File: src/pkg/heat_supervision_pkg.sv
package heat_supervision_pkg;

	// Data widths shared by the block and its helpers.
	localparam int CUR_W  = 16;
	localparam int CAP_W  = 16;
	localparam int TIME_W = 24;
	localparam int CNT_W  = 16;

	// Current scaling: nominal current in per-unit counts.
	localparam logic [CUR_W-1:0] NOMINAL_CUR      = 16'h0400;
	// Light-load limit is 1 % of nominal, taken as nominal / 100.
	localparam int               LIGHT_LOAD_PCT   = 1;
	localparam int               PCT_FULL         = 100;
	// High overload above this multiple of nominal.
	localparam int               HIGH_OVL_MULT    = 2;

	// Thermal capacity full scale, 100 % theta, in capacity counts.
	localparam logic [CAP_W-1:0] CAP_FULL         = 16'h03e8;

	// Unity factor used when a setting is invalid, in 8.8 fixed point.
	localparam logic [15:0]      UNITY_FACTOR     = 16'h0100;

	// Blocking lead time needed before the operate delay expires.
	localparam int               BLOCK_LEAD_US    = 5000;
	localparam int               CLK_PERIOD_NS    = 20;
	localparam int               BLOCK_LEAD_CYC   = (BLOCK_LEAD_US * 1000) / CLK_PERIOD_NS;

	// Reset values.
	localparam logic [CNT_W-1:0]  CNT_RESET       = 16'h0000;
	localparam logic [TIME_W-1:0] TIME_RESET      = 24'h000000;

	// Operating condition reported to software.
	typedef enum logic [2:0] {
		COND_NORMAL,
		COND_ALARM1,
		COND_ALARM2,
		COND_INHIBIT,
		COND_TRIP,
		COND_BLOCKED
	} condition_type;

	// Thermal load classification.
	typedef enum logic [1:0] {
		LOAD_LIGHT,
		LOAD_NORMAL,
		LOAD_OVERLOADING,
		LOAD_HIGH_OVERLOAD
	} load_state_type;

	// Three phase true-RMS currents.
	typedef struct packed {
		logic [CUR_W-1:0] phase_a;
		logic [CUR_W-1:0] phase_b;
		logic [CUR_W-1:0] phase_c;
	} phase_currents_type;

	// Stage thresholds with individual enables.
	typedef struct packed {
		logic             alarm1_en;
		logic             alarm2_en;
		logic             inhibit_en;
		logic             trip_en;
		logic [CAP_W-1:0] alarm1_lvl;
		logic [CAP_W-1:0] alarm2_lvl;
		logic [CAP_W-1:0] inhibit_lvl;
		logic [CAP_W-1:0] trip_lvl;
	} thresholds_type;

	// Stage outputs.
	typedef struct packed {
		logic alarm1;
		logic alarm2;
		logic inhibit;
		logic trip;
	} stage_outputs_type;

	// Setting fault indications.
	typedef struct packed {
		logic service_factor_fault;
		logic ambient_fault;
		logic nominal_calc_fault;
		logic ambient_k_inconsistent;
	} setting_alarms_type;

	// Activation counters.
	typedef struct packed {
		logic [CNT_W-1:0] alarm1;
		logic [CNT_W-1:0] alarm2;
		logic [CNT_W-1:0] inhibit;
		logic [CNT_W-1:0] trip;
		logic [CNT_W-1:0] trip_blocked;
	} counters_type;

	// Cooling release times per threshold.
	typedef struct packed {
		logic [TIME_W-1:0] trip;
		logic [TIME_W-1:0] alarm1;
		logic [TIME_W-1:0] alarm2;
		logic [TIME_W-1:0] inhibit;
	} release_times_type;

endpackage : heat_supervision_pkg

File: src/design/activation_counter.sv
`timescale 1ns/10ps

// Counts rising edges of one activation level; clearable and saturating.
module activation_counter #(
	parameter int WIDTH = 16
) (
	// Clock and reset.
	input  wire logic             i_mclk,
	input  wire logic             i_reset,
	// Event and clear.
	input  wire logic             i_level,
	input  wire logic             i_clear,
	// Count.
	output logic      [WIDTH-1:0] o_count
);

	logic             level_ff;
	logic [WIDTH-1:0] count_ff;

	// Remembers the previous level to find the rising edge.
	always_ff @(posedge i_mclk or posedge i_reset) begin
		if (i_reset) begin
			level_ff <= 1'b0;
		end else begin
			level_ff <= i_level;
		end
	end

	// An edge in the clear cycle still counts, so no activation is lost.
	always_ff @(posedge i_mclk or posedge i_reset) begin
		if (i_reset) begin
			count_ff <= '0;
		end else if (i_level && !level_ff) begin
			count_ff <= i_clear ? WIDTH'(1) : ((&count_ff) ? count_ff : count_ff + WIDTH'(1));
		end else if (i_clear) begin
			count_ff <= '0;
		end
	end

	assign o_count = count_ff;

endmodule : activation_counter

File: src/design/release_timer.sv
`timescale 1ns/10ps

// Estimates cooling time for capacity to fall below a threshold.
module release_timer #(
	parameter int CAP_W  = 16,
	parameter int TIME_W = 24
) (
	// Clock and reset.
	input  wire logic              i_mclk,
	input  wire logic              i_reset,
	// Capacity, threshold and cooling rate in capacity counts per time unit.
	input  wire logic [CAP_W-1:0]  i_capacity,
	input  wire logic [CAP_W-1:0]  i_threshold,
	input  wire logic [CAP_W-1:0]  i_cool_rate,
	// Time to release.
	output logic      [TIME_W-1:0] o_time
);

	logic [TIME_W-1:0] time_ff;
	logic [CAP_W-1:0]  excess;

	// Capacity above the threshold that must still drain away.
	assign excess = (i_capacity > i_threshold) ? (i_capacity - i_threshold) : '0;

	// Linear cooling estimate; zero rate with capacity above the threshold yields the largest time.
	always_ff @(posedge i_mclk or posedge i_reset) begin
		if (i_reset) begin
			time_ff <= '0;
		end else if (excess == '0) begin
			time_ff <= '0;
		end else if (i_cool_rate == '0) begin
			time_ff <= '1;
		end else begin
			// Rounding up is done at the time width, so a large excess plus rate cannot wrap.
			time_ff <= (TIME_W'(excess) + TIME_W'(i_cool_rate) - TIME_W'(1)) / TIME_W'(i_cool_rate);
		end
	end

	assign o_time = time_ff;

endmodule : release_timer

File: src/design/thermal_overload_block_status.sv
`timescale 1ns/10ps

module thermal_overload_block_status #(
	parameter int OPERATE_DELAY_W = 32
) (
	// Clock and reset.
	input  wire logic                                     i_mclk,
	input  wire logic                                     i_reset,
	// Program cycle strobe and blocking matrix input.
	input  wire logic                                     i_cycle_start,
	input  wire logic                                     i_block,
	// Measurements and thermal image values.
	input  wire heat_supervision_pkg::phase_currents_type i_currents,
	input  wire logic [heat_supervision_pkg::CAP_W-1:0]   i_capacity,
	input  wire logic [heat_supervision_pkg::CAP_W-1:0]   i_capacity_est,
	input  wire logic [heat_supervision_pkg::CAP_W-1:0]   i_cool_rate,
	input  wire logic [heat_supervision_pkg::CUR_W-1:0]   i_pickup_cur,
	// Settings.
	input  wire heat_supervision_pkg::thresholds_type     i_thresholds,
	input  wire logic [OPERATE_DELAY_W-1:0]               i_operate_delay,
	input  wire logic [15:0]                              i_service_factor,
	input  wire logic                                     i_service_factor_valid,
	input  wire logic [15:0]                              i_ambient_factor,
	input  wire logic                                     i_ambient_valid,
	input  wire logic [15:0]                              i_nominal_factor,
	input  wire logic                                     i_nominal_valid,
	input  wire logic                                     i_ambient_k_consistent,
	input  wire logic                                     i_counter_clear,
	// Stage and status outputs.
	output heat_supervision_pkg::stage_outputs_type       o_stages,
	output logic                                          o_start,
	output logic                                          o_blocked,
	output logic                                          o_releasing,
	output heat_supervision_pkg::condition_type           o_condition,
	output heat_supervision_pkg::load_state_type          o_load_state,
	output logic [heat_supervision_pkg::CUR_W-1:0]        o_active_current,
	output logic                                          o_trip_expected,
	// Setting alarms and applied factors.
	output heat_supervision_pkg::setting_alarms_type      o_setting_alarms,
	output logic [15:0]                                   o_service_factor_used,
	output logic [15:0]                                   o_ambient_factor_used,
	output logic [15:0]                                   o_nominal_factor_used,
	// Timing status and counters.
	output heat_supervision_pkg::release_times_type       o_release_times,
	output heat_supervision_pkg::counters_type            o_counters
);

	// Largest of three values.
	function automatic logic [heat_supervision_pkg::CUR_W-1:0] max3(
		input logic [heat_supervision_pkg::CUR_W-1:0] a,
		input logic [heat_supervision_pkg::CUR_W-1:0] b,
		input logic [heat_supervision_pkg::CUR_W-1:0] c
	);
		logic [heat_supervision_pkg::CUR_W-1:0] m;
		m = (a > b) ? a : b;
		return (m > c) ? m : c;
	endfunction : max3

	// Threshold comparison gated by the stage enable.
	function automatic logic stage_hit(
		input logic                                   en,
		input logic [heat_supervision_pkg::CAP_W-1:0] cap,
		input logic [heat_supervision_pkg::CAP_W-1:0] lvl
	);
		return en && (cap >= lvl);
	endfunction : stage_hit

	localparam logic [heat_supervision_pkg::CUR_W-1:0] LIGHT_LIMIT =
		heat_supervision_pkg::CUR_W'((32'(heat_supervision_pkg::NOMINAL_CUR) *
		heat_supervision_pkg::LIGHT_LOAD_PCT) / heat_supervision_pkg::PCT_FULL);
	localparam logic [heat_supervision_pkg::CUR_W:0] HIGH_LIMIT =
		(heat_supervision_pkg::CUR_W+1)'(32'(heat_supervision_pkg::NOMINAL_CUR) *
		heat_supervision_pkg::HIGH_OVL_MULT);

	logic                                     block_ff;
	logic                                     start_ff;
	logic                                     blocked_ff;
	logic                                     releasing_ff;
	logic [OPERATE_DELAY_W-1:0]               op_timer_ff;
	logic                                     trip_event_ff;
	logic                                     trip_blocked_ff;
	heat_supervision_pkg::stage_outputs_type  stages_ff;
	heat_supervision_pkg::condition_type      condition_ff;
	heat_supervision_pkg::load_state_type     load_ff;
	logic [heat_supervision_pkg::CUR_W-1:0]   active_cur_ff;
	logic                                     trip_expected_ff;
	heat_supervision_pkg::setting_alarms_type alarms_ff;
	logic [15:0]                              sf_used_ff;
	logic [15:0]                              amb_used_ff;
	logic [15:0]                              nom_used_ff;
	logic                                     pickup;
	logic                                     trip_raw;
	logic                                     trip_cond;
	logic [OPERATE_DELAY_W-1:0]               blk_timer_ff;
	logic                                     trip_held;

	// Blocking is taken once per program cycle and held until the next one.
	always_ff @(posedge i_mclk or posedge i_reset) begin
		if (i_reset) begin
			block_ff <= 1'b0;
		end else if (i_cycle_start) begin
			block_ff <= i_block;
		end
	end

	// Pick-up is the trip threshold being reached by the thermal image.
	assign pickup    = stage_hit(i_thresholds.trip_en, i_capacity, i_thresholds.trip_lvl);
	assign trip_raw  = pickup && (op_timer_ff >= i_operate_delay);
	assign trip_cond = trip_raw && !block_ff;
	assign trip_held = pickup && block_ff && (blk_timer_ff >= i_operate_delay);

	// Start, blocked and release decisions on pick-up.
	always_ff @(posedge i_mclk or posedge i_reset) begin
		if (i_reset) begin
			start_ff     <= 1'b0;
			blocked_ff   <= 1'b0;
			releasing_ff <= 1'b0;
		end else if (pickup && !block_ff) begin
			start_ff     <= 1'b1;
			blocked_ff   <= 1'b0;
			releasing_ff <= 1'b0;
		end else if (pickup && block_ff) begin
			start_ff     <= 1'b0;
			blocked_ff   <= 1'b1;
			releasing_ff <= start_ff;
		end else begin
			start_ff     <= 1'b0;
			blocked_ff   <= 1'b0;
			releasing_ff <= start_ff;
		end
	end

	// Operate delay timer runs only while started; blocking holds it at zero.
	always_ff @(posedge i_mclk or posedge i_reset) begin
		if (i_reset) begin
			op_timer_ff <= '0;
		end else if (pickup && !block_ff) begin
			if (op_timer_ff != '1) begin
				op_timer_ff <= op_timer_ff + OPERATE_DELAY_W'(1);
			end
		end else begin
			op_timer_ff <= '0;
		end
	end

	// Shadow of the operate delay under blocking; it only tells when a held-back trip would have fired.
	always_ff @(posedge i_mclk or posedge i_reset) begin
		if (i_reset) begin
			blk_timer_ff <= '0;
		end else if (pickup && block_ff) begin
			if (blk_timer_ff != '1) begin
				blk_timer_ff <= blk_timer_ff + OPERATE_DELAY_W'(1);
			end
		end else begin
			blk_timer_ff <= '0;
		end
	end

	// Stage outputs; trip is suppressed while blocked.
	always_ff @(posedge i_mclk or posedge i_reset) begin
		if (i_reset) begin
			stages_ff       <= '0;
			trip_event_ff   <= 1'b0;
			trip_blocked_ff <= 1'b0;
		end else begin
			stages_ff.alarm1  <= stage_hit(i_thresholds.alarm1_en, i_capacity, i_thresholds.alarm1_lvl);
			stages_ff.alarm2  <= stage_hit(i_thresholds.alarm2_en, i_capacity, i_thresholds.alarm2_lvl);
			stages_ff.inhibit <= stage_hit(i_thresholds.inhibit_en, i_capacity, i_thresholds.inhibit_lvl);
			stages_ff.trip    <= trip_cond;
			trip_event_ff     <= trip_cond;
			trip_blocked_ff   <= trip_held;
		end
	end

	// Condition code with the most severe state shown first.
	always_ff @(posedge i_mclk or posedge i_reset) begin
		if (i_reset) begin
			condition_ff <= heat_supervision_pkg::COND_NORMAL;
		end else if (pickup && block_ff) begin
			condition_ff <= heat_supervision_pkg::COND_BLOCKED;
		end else if (trip_cond) begin
			condition_ff <= heat_supervision_pkg::COND_TRIP;
		end else if (stage_hit(i_thresholds.inhibit_en, i_capacity, i_thresholds.inhibit_lvl)) begin
			condition_ff <= heat_supervision_pkg::COND_INHIBIT;
		end else if (stage_hit(i_thresholds.alarm2_en, i_capacity, i_thresholds.alarm2_lvl)) begin
			condition_ff <= heat_supervision_pkg::COND_ALARM2;
		end else if (stage_hit(i_thresholds.alarm1_en, i_capacity, i_thresholds.alarm1_lvl)) begin
			condition_ff <= heat_supervision_pkg::COND_ALARM1;
		end else begin
			condition_ff <= heat_supervision_pkg::COND_NORMAL;
		end
	end

	// Active current and load classification from the same sample.
	always_ff @(posedge i_mclk or posedge i_reset) begin
		if (i_reset) begin
			active_cur_ff <= '0;
			load_ff       <= heat_supervision_pkg::LOAD_LIGHT;
		end else begin
			active_cur_ff <= max3(i_currents.phase_a, i_currents.phase_b, i_currents.phase_c);
			if (max3(i_currents.phase_a, i_currents.phase_b, i_currents.phase_c) < LIGHT_LIMIT) begin
				load_ff <= heat_supervision_pkg::LOAD_LIGHT;
			end else if ({1'b0, max3(i_currents.phase_a, i_currents.phase_b, i_currents.phase_c)} > HIGH_LIMIT) begin
				load_ff <= heat_supervision_pkg::LOAD_HIGH_OVERLOAD;
			end else if (max3(i_currents.phase_a, i_currents.phase_b, i_currents.phase_c) > i_pickup_cur) begin
				load_ff <= heat_supervision_pkg::LOAD_OVERLOADING;
			end else begin
				load_ff <= heat_supervision_pkg::LOAD_NORMAL;
			end
		end
	end

	// Trip expectation from the capacity estimate with present current.
	always_ff @(posedge i_mclk or posedge i_reset) begin
		if (i_reset) begin
			trip_expected_ff <= 1'b0;
		end else begin
			trip_expected_ff <= i_capacity_est >= i_thresholds.trip_lvl;
		end
	end

	// Setting alarms follow the fault; unity substitutes bad factors.
	always_ff @(posedge i_mclk or posedge i_reset) begin
		if (i_reset) begin
			alarms_ff   <= '0;
			sf_used_ff  <= heat_supervision_pkg::UNITY_FACTOR;
			amb_used_ff <= heat_supervision_pkg::UNITY_FACTOR;
			nom_used_ff <= heat_supervision_pkg::UNITY_FACTOR;
		end else begin
			alarms_ff.service_factor_fault   <= !i_service_factor_valid;
			alarms_ff.ambient_fault          <= !i_ambient_valid;
			alarms_ff.nominal_calc_fault     <= !i_nominal_valid;
			alarms_ff.ambient_k_inconsistent <= !i_ambient_k_consistent;
			sf_used_ff  <= i_service_factor_valid ? i_service_factor : heat_supervision_pkg::UNITY_FACTOR;
			amb_used_ff <= i_ambient_valid ? i_ambient_factor : heat_supervision_pkg::UNITY_FACTOR;
			nom_used_ff <= i_nominal_valid ? i_nominal_factor : heat_supervision_pkg::UNITY_FACTOR;
		end
	end

	// Cooling release times per threshold.
	release_timer #(.CAP_W(heat_supervision_pkg::CAP_W), .TIME_W(heat_supervision_pkg::TIME_W)) u_rel_trip (
		.i_mclk      (i_mclk),
		.i_reset     (i_reset),
		.i_capacity  (i_capacity),
		.i_threshold (i_thresholds.trip_lvl),
		.i_cool_rate (i_cool_rate),
		.o_time      (o_release_times.trip)
	);
	release_timer #(.CAP_W(heat_supervision_pkg::CAP_W), .TIME_W(heat_supervision_pkg::TIME_W)) u_rel_a1 (
		.i_mclk      (i_mclk),
		.i_reset     (i_reset),
		.i_capacity  (i_capacity),
		.i_threshold (i_thresholds.alarm1_lvl),
		.i_cool_rate (i_cool_rate),
		.o_time      (o_release_times.alarm1)
	);
	release_timer #(.CAP_W(heat_supervision_pkg::CAP_W), .TIME_W(heat_supervision_pkg::TIME_W)) u_rel_a2 (
		.i_mclk      (i_mclk),
		.i_reset     (i_reset),
		.i_capacity  (i_capacity),
		.i_threshold (i_thresholds.alarm2_lvl),
		.i_cool_rate (i_cool_rate),
		.o_time      (o_release_times.alarm2)
	);
	release_timer #(.CAP_W(heat_supervision_pkg::CAP_W), .TIME_W(heat_supervision_pkg::TIME_W)) u_rel_inh (
		.i_mclk      (i_mclk),
		.i_reset     (i_reset),
		.i_capacity  (i_capacity),
		.i_threshold (i_thresholds.inhibit_lvl),
		.i_cool_rate (i_cool_rate),
		.o_time      (o_release_times.inhibit)
	);

	// Edge counters for each activation; a shared clear empties them all, and one with an edge in that cycle restarts at one.
	activation_counter #(.WIDTH(heat_supervision_pkg::CNT_W)) u_cnt_a1 (
		.i_mclk  (i_mclk),
		.i_reset (i_reset),
		.i_level (stages_ff.alarm1),
		.i_clear (i_counter_clear),
		.o_count (o_counters.alarm1)
	);
	activation_counter #(.WIDTH(heat_supervision_pkg::CNT_W)) u_cnt_a2 (
		.i_mclk  (i_mclk),
		.i_reset (i_reset),
		.i_level (stages_ff.alarm2),
		.i_clear (i_counter_clear),
		.o_count (o_counters.alarm2)
	);
	activation_counter #(.WIDTH(heat_supervision_pkg::CNT_W)) u_cnt_inh (
		.i_mclk  (i_mclk),
		.i_reset (i_reset),
		.i_level (stages_ff.inhibit),
		.i_clear (i_counter_clear),
		.o_count (o_counters.inhibit)
	);
	activation_counter #(.WIDTH(heat_supervision_pkg::CNT_W)) u_cnt_trip (
		.i_mclk  (i_mclk),
		.i_reset (i_reset),
		.i_level (trip_event_ff),
		.i_clear (i_counter_clear),
		.o_count (o_counters.trip)
	);
	activation_counter #(.WIDTH(heat_supervision_pkg::CNT_W)) u_cnt_blk (
		.i_mclk  (i_mclk),
		.i_reset (i_reset),
		.i_level (trip_blocked_ff),
		.i_clear (i_counter_clear),
		.o_count (o_counters.trip_blocked)
	);

	// Register-driven outputs.
	assign o_stages              = stages_ff;
	assign o_start               = start_ff;
	assign o_blocked             = blocked_ff;
	assign o_releasing           = releasing_ff;
	assign o_condition           = condition_ff;
	assign o_load_state          = load_ff;
	assign o_active_current      = active_cur_ff;
	assign o_trip_expected       = trip_expected_ff;
	assign o_setting_alarms      = alarms_ff;
	assign o_service_factor_used = sf_used_ff;
	assign o_ambient_factor_used = amb_used_ff;
	assign o_nominal_factor_used = nom_used_ff;

endmodule : thermal_overload_block_status

File: config.mk
export PLATFORM = sky130hd
export DESIGN_NAME = thermal_overload_block_status
export DESIGN_NICKNAME = d
export VERILOG_FILES = /design/src/pkg/heat_supervision_pkg.sv /design/src/design/activation_counter.sv /design/src/design/release_timer.sv /design/src/design/thermal_overload_block_status.sv
export SDC_FILE = /design/constraint.sdc
export NUM_CORES = 2
export LEC_CHECK = 0
export BUFFER_PORTS_ARGS = -buffer_cell sky130_fd_sc_hd__buf_2
export CAP_MARGIN = 20
export CORE_MARGIN = 2
export CORE_UTILIZATION = 58
export CTS_CLUSTER_SIZE = 25
export DETAILED_ROUTE_END_ITERATION = 12
export HOLD_SLACK_MARGIN = 0.1
export PLACE_DENSITY = 0.89
export RECOVER_POWER = 25
export SETUP_SLACK_MARGIN = 0.15
export SYNTH_ARGS = -nofsm -noshare
export SYNTH_HDL_FRONTEND = slang
export SYNTH_SLANG_ARGS = --single-unit
File: constraint.sdc
create_clock -name i_mclk -period 12.2 [get_ports i_mclk]
set_clock_uncertainty 0.15 [all_clocks]
set_input_delay 0 -clock i_mclk [delete_from_list [all_inputs] [get_ports i_mclk]]
set_output_delay 0 -clock i_mclk [all_outputs]
set_load 0.02 [all_outputs]
==> results of run 1 <==
## metrics by stage
step	utilization (%)	hold slack (ns)	TNS, ns	worst slack (ns)
after floorplan	-	-0.103	-1289.50	-40.90
after global placement	83.3	-0.00462	-1275.14	-41.44
after detailed placement	83.3	-0.00290	-1541.04	-47.59
after CTS	96.5	0.109	-1305.46	-41.72
## synth_stat cells, types with 40 or more instances
master / count
buf_2: 40
mux2_2: 300
or4_1: 40
nor3_1: 445
or3_1: 120
mux2i_1: 78
nand4_1: 122
nor2_1: 1147
xnor2_1: 383
nand3_1: 220
o21a_1: 477
nor3b_1: 44
nor4_1: 55
ha_1: 1331
o211ai_1: 104
clkbuf_1: 188
xor2_1: 317
a31o_2: 48
a21o_1: 357
nand2_1: 901
or2_2: 87
nand2b_1: 171
o21bai_1: 45
and3_1: 108
nor2b_1: 142
and2_1: 154
o2111ai_1: 43
inv_1: 450
a31oi_1: 114
o31ai_1: 150
a211oi_1: 69
o21ai_0: 594
a21oi_1: 739
dfrtp_1: 325
a21boi_0: 81
## repair_timing
| action | in CTS |
|---|---|
| gates cloned | 7 |
| setup buffers | 847 |
| hold buffers | 192 |
| pin swaps | 705 |
| endpoints found under the setup margin | 79 |
| resized for setup | 1628 |
| endpoints found under the hold margin | 278 |
## cells by family after synthesis
logic type,Yosys count
adders and majority gates,1343
and+or+nand+nor,3903
AOI/OAI and AO/OA,3287
xor gates and xnor gates,701
DFF,328
buffers and inverters,725
muxes,406
## routing by layer
| metal | global-route usage [%] | overflow |
|---|---|---|
| met4 | 124 | 3427 |
| met2 | 163 | 18200 |
| met1 | 103 | 2473 |
| met5 | 99.5 | 255 |
| met3 | 104 | 2238 |
==> impl_metrics.py, run 1 <==
metrics = {
    "global_routing": {
        "grt_max_degree": 151,
        "grt_overflow": 26600,
        "grt_pass1_vias": 179000,
        "grtUsageTotal_pct": 123,
        "grt_pass1_wl_um": 1290000,
    },
    "die": {
        "die_w_um": 375,
        "dieHeight_um": 375,
        "num_io_pins": 526,
        "std_cell_rows": 136,
        "start_util_pct": 58.2,
    },
    "yosys": {
        "synth.top_cells.by_area": "ha_1 21%, dfrtp_1 10%, nor2_1 5.4%, a21oi_1 4.6%, o21a_1 4.5%",
        "yosys.area_share.simple_pct": 23.9,
        "synth_adder_area_share_pct": 21.1,
        "synth_top_family_by_area": "compound AO/OA/AOI/OAI gates",
        "postSynthCellCount": 10700,
        "yosysUniqueCellTypes": 131,
        "synth_edf_count": 0,
        "yosysWarnings": 0,
        "synthArstFlopShare_pct": 100,
        "syn-cell-area_mm2": 0.0798,
        "yosys.area.top_type": "ha_1",
        "synth_flop_cell": "dfrtp_1",
        "yosysTopAreaCellShare_pct": 20.9,
        "synth_xor_area_share_pct": 7.70,
        "syn_nets": 12300,
        "synthMuxAreaShare_pct": 5.72,
        "avgSynthCellArea_um2": 7.46,
        "synth-compound-area-share_pct": 27.7,
        "ys_seq_area_share_pct": 10.3,
        "synth_seq_cells": 328,
    },
    "run_status": {
        "status": "did not finish",
        "haltStage": "5_1_grt",
        "error_line": "[ERROR GRT-0116] Global routing finished with congestion. Check the congestion regions in the DRC Viewer.",
    },
    "place": {
        "placed_area_mm2": 0.114,
        "gp_congestion": 1.13,
        "dp_hpwl_um": 371000,
        "portBuffers": 525,
        "dp.cells": 16500,
    },
    "cts": {
        "numCtsBuffers": 42,
        "cts_root_buf": "clkbuf_16",
        "clockBufferDepth": 3,
        "cts.sinks": 328,
        "h-tree-depth": 2,
    },
}
==> run 2, diff against run 1 <==
- CORE_UTILIZATION: 58 -> 40
- CTS_CLUSTER_SIZE: 25 -> unset
- HOLD_SLACK_MARGIN: 0.1 -> unset
- PLACE_DENSITY: 0.89 -> unset
- PLACE_DENSITY_LB_ADDON: unset -> 0.15
- SETUP_SLACK_MARGIN: 0.15 -> unset
==> run 2 against run 1 <==
  * The flow now finishes, with violations (max-capacitance violations, max-slew violations, negative setup slack)
  * Synthesized area unchanged
  * Synthesized cell count is the same
==> impl_metrics.py, run 2 <==
metrics = {
    "yosys": {
        "synth_seq_cells": 328,
        "yosysUniqueCellTypes": 131,
        "avgSynthCellArea_um2": 7.46,
        "synth_common_cells": "1331 x ha_1, 1147 x nor2_1, 901 x nand2_1",
        "synthArstFlopShare_pct": 100,
        "yosysMostFrequentCell": "ha_1",
        "yosysTopAreaCellShare_pct": 20.9,
        "syn_nets": 12300,
        "postSynthCellCount": 10700,
        "ys_seq_area_share_pct": 10.3,
        "syn-cell-area_mm2": 0.0798,
        "synth.top_cells.by_area": "ha_1 21%, dfrtp_1 10%, nor2_1 5.4%, a21oi_1 4.6%, o21a_1 4.5%",
        "synth_edf_count": 0,
        "synth_flop_cell": "dfrtp_1",
        "yosys.area.top_type": "ha_1",
        "yosysWarnings": 0,
    },
    "layout": {
        "final_cell_mix": "4385 x buf_4, 1201 x ha_1, 1064 x nor2_1, 859 x nand2_1, 531 x a21oi_1",
        "n_fill_cell": 17100,
        "top_regs": "blk_timer_ff x32, op_timer_ff x32",
        "instances_no_fill": 18500,
        "drive_gt1_share_pct": 41.8,
        "final_util_pct": 65.8,
        "layout_commonest_cell": "buf_4",
        "nets": 17400,
        "syn_to_final_growth_pct": 63.2,
    },
    "global_routing": {
        "grt_pass1_vias": 103000,
        "grt_max_degree": 106,
        "grt_overflow": 0,
        "grtUsageTotal_pct": 36.9,
        "grt_pass1_wl_um": 590000,
        "antenna_found_initial": 33,
    },
    "place": {
        "gp_congestion": 1.08,
        "portBuffers": 525,
        "dp.cells": 17600,
        "dp_hpwl_um": 315000,
    },
    "timing": {
        "relSlewSlack_pct": -235,
        "finalHoldViolCount": 0,
        "setup_slack_ns": -40.53,
        "fin_crit_sh_pct": 432,
        "min_period_ns": 52.73,
        "setup-violations-final": 72,
        "hold_ws_ns": 0.0512,
        "tightest_slew_ns": 5.00,
        "rsz0062_at_grt": "true",
        "fmax_mhz": 19.0,
        "maxSlewViolCount": 106,
        "setup-tns-final_ns": -1250.02,
    },
    "cts": {
        "path_clk_slew_ns": 0.06,
        "clockBufferDepth": 3,
        "cts_root_buf": "clkbuf_16",
        "h-tree-depth": 2,
        "cts.sinks": 328,
        "cts_tree": "done",
        "clk_latency_ns": 0.74,
        "numCtsBuffers": 45,
    },
    "setup_path": {
        "cp-start-kind": "input pin",
        "cp.required_ns": 12.57,
        "crit_type": "input pin to flip-flop",
        "critPathMaxFanout": 8,
        "reg2reg_slack_ns": 6.61,
        "arrival_ns": 53.10,
        "timing.rr.end": "o_condition[1]",
        "rr_startpoint": "op_timer_ff[0]",
        "cp_slowest_cell": "or4_4",
        "cpMostUsedCell": "o21a_1",
        "endpoint_kind": "flip-flop",
        "slowest_delay_ns": 0.56,
        "reg2reg_depth": 25,
    },
    "pwr": {
        "leakagePower_nw": 66.1,
        "irDropWorstVdd_v": 0.000543,
        "power.density_mw_per_mm2": 279,
        "power_mw": 36.4,
    },
    "run_status": {
        "status": "finished with violations",
        "violations": "max-capacitance violations, max-slew violations, negative setup slack",
    },
    "routing": {
        "wirelength_um": 397000,
        "drt-initial-drc-count": 7278,
        "ant_nets": 0,
        "wl_per_cell_um": 21.5,
        "vias_per_cell": 5.67,
        "via_count": 105000,
        "drc": 0,
        "firstDrtPassIters": 6,
    },
    "die": {
        "std_cell_rows": 163,
        "dieHeight_um": 451,
        "die-area_mm2": 0.203,
        "coreArea_mm2": 0.198,
        "start_util_pct": 40.3,
        "die_w_um": 451,
        "num_io_pins": 526,
    },
    "min_path": {
        "min_to": "o_load_state[1]",
        "hold_path_class": "input pin to flip-flop",
        "min_from": "i_pickup_cur[1]",
        "hold_depth": 8,
    },
    "run": {
        "drv_cap": 1,
    },
}
==> run 2: cells by family after synthesis <==
logic type	count (synthesis)	share of synthesized area, %
AOI/OAI and AO/OA	3287	27.7
xor gates and xnor gates	701	7.70
adders and majority gates	1343	21.1
buffers and inverters	725	3.64
DFF	328	10.3
muxes	406	5.72
and+or+nand+nor	3903	23.9
==> run 2: worst max-delay path by stage <==
stage | from | to | slack [ns] | cells after the start
detailed placement | i_capacity[0] | u_rel_a1.o_time[0] | -43.53 | 289
global placement | i_capacity[0] | u_rel_a1.o_time[0] | -42.62 | 292
CTS | i_capacity[0] | u_rel_a1.o_time[0] | -40.22 | 293
global route | i_capacity[1] | u_rel_a1.o_time[0] | -43.12 | 299
finish | i_capacity[5] | u_rel_a1.o_time[0] | -40.53 | 286
floorplan | i_capacity[1] | u_rel_inh.o_time[0] | -40.90 | 289
==> run 2: metrics by stage <==
stage	setup slack (ns)	instance area (um^2)
6_report	-40.53	130000
5_1_grt	-43.12	130000
4_1_cts	-40.22	125000
3_5_place_dp	-43.53	117000
3_3_place_gp	-42.62	117000
2_1_floorplan	-40.90	83200
==> run 2: routing by layer <==
layer  GRT usage, %  share of wire, %  vias to the layer above
li1               -                 -                    49900
met1           45.3                41                    50400
met2           60.5                45                     3307
met3           4.62               5.7                     1028
met4           24.2               7.5                        8
met5              0             0.013                        -
==> run 2: cell type report <==
class / count / area, um^2 / share of cell area (%)
timing repair buffer: 5268 / 39500 / 30.4
inverter: 455 / 1760 / 1.35
clock buffer: 61 / 1260 / 0.965
tap: 2640 / 3300 / 2.54
multi-input combinational: 9645 / 75800 / 58.2
clock inverter: 22 / 255 / 0.196
antenna: 32 / 80.1 / 0.0615
sequential: 328 / 8210 / 6.31
==> run 2: critical path: cells and delay by family <==
kind,cells,cell delay [ns]
buf+inv,16,2.81
xor+xnor,1,0.07
fa+ha+maj,27,7.35
compound gates,166,30.18
mux,11,2.66
simple gates,65,9.94
==> run 2: timing repair <==
action,CTS,global route
setup endpoints to repair,74,75
gates cloned,4,5
pin swaps,356,360
setup buffers,237,258
hold buffers,208,0
resized for setup,481,640
endpoints found under the hold margin,292,0
==> run 2: power breakdown <==
group / internal, mW / switching, mW
Sequential: 1.16 / 0.0290
Clock: 0.777 / 0.656
Combinational: 17.9 / 15.9
Power figures use the tool's default switching activity.
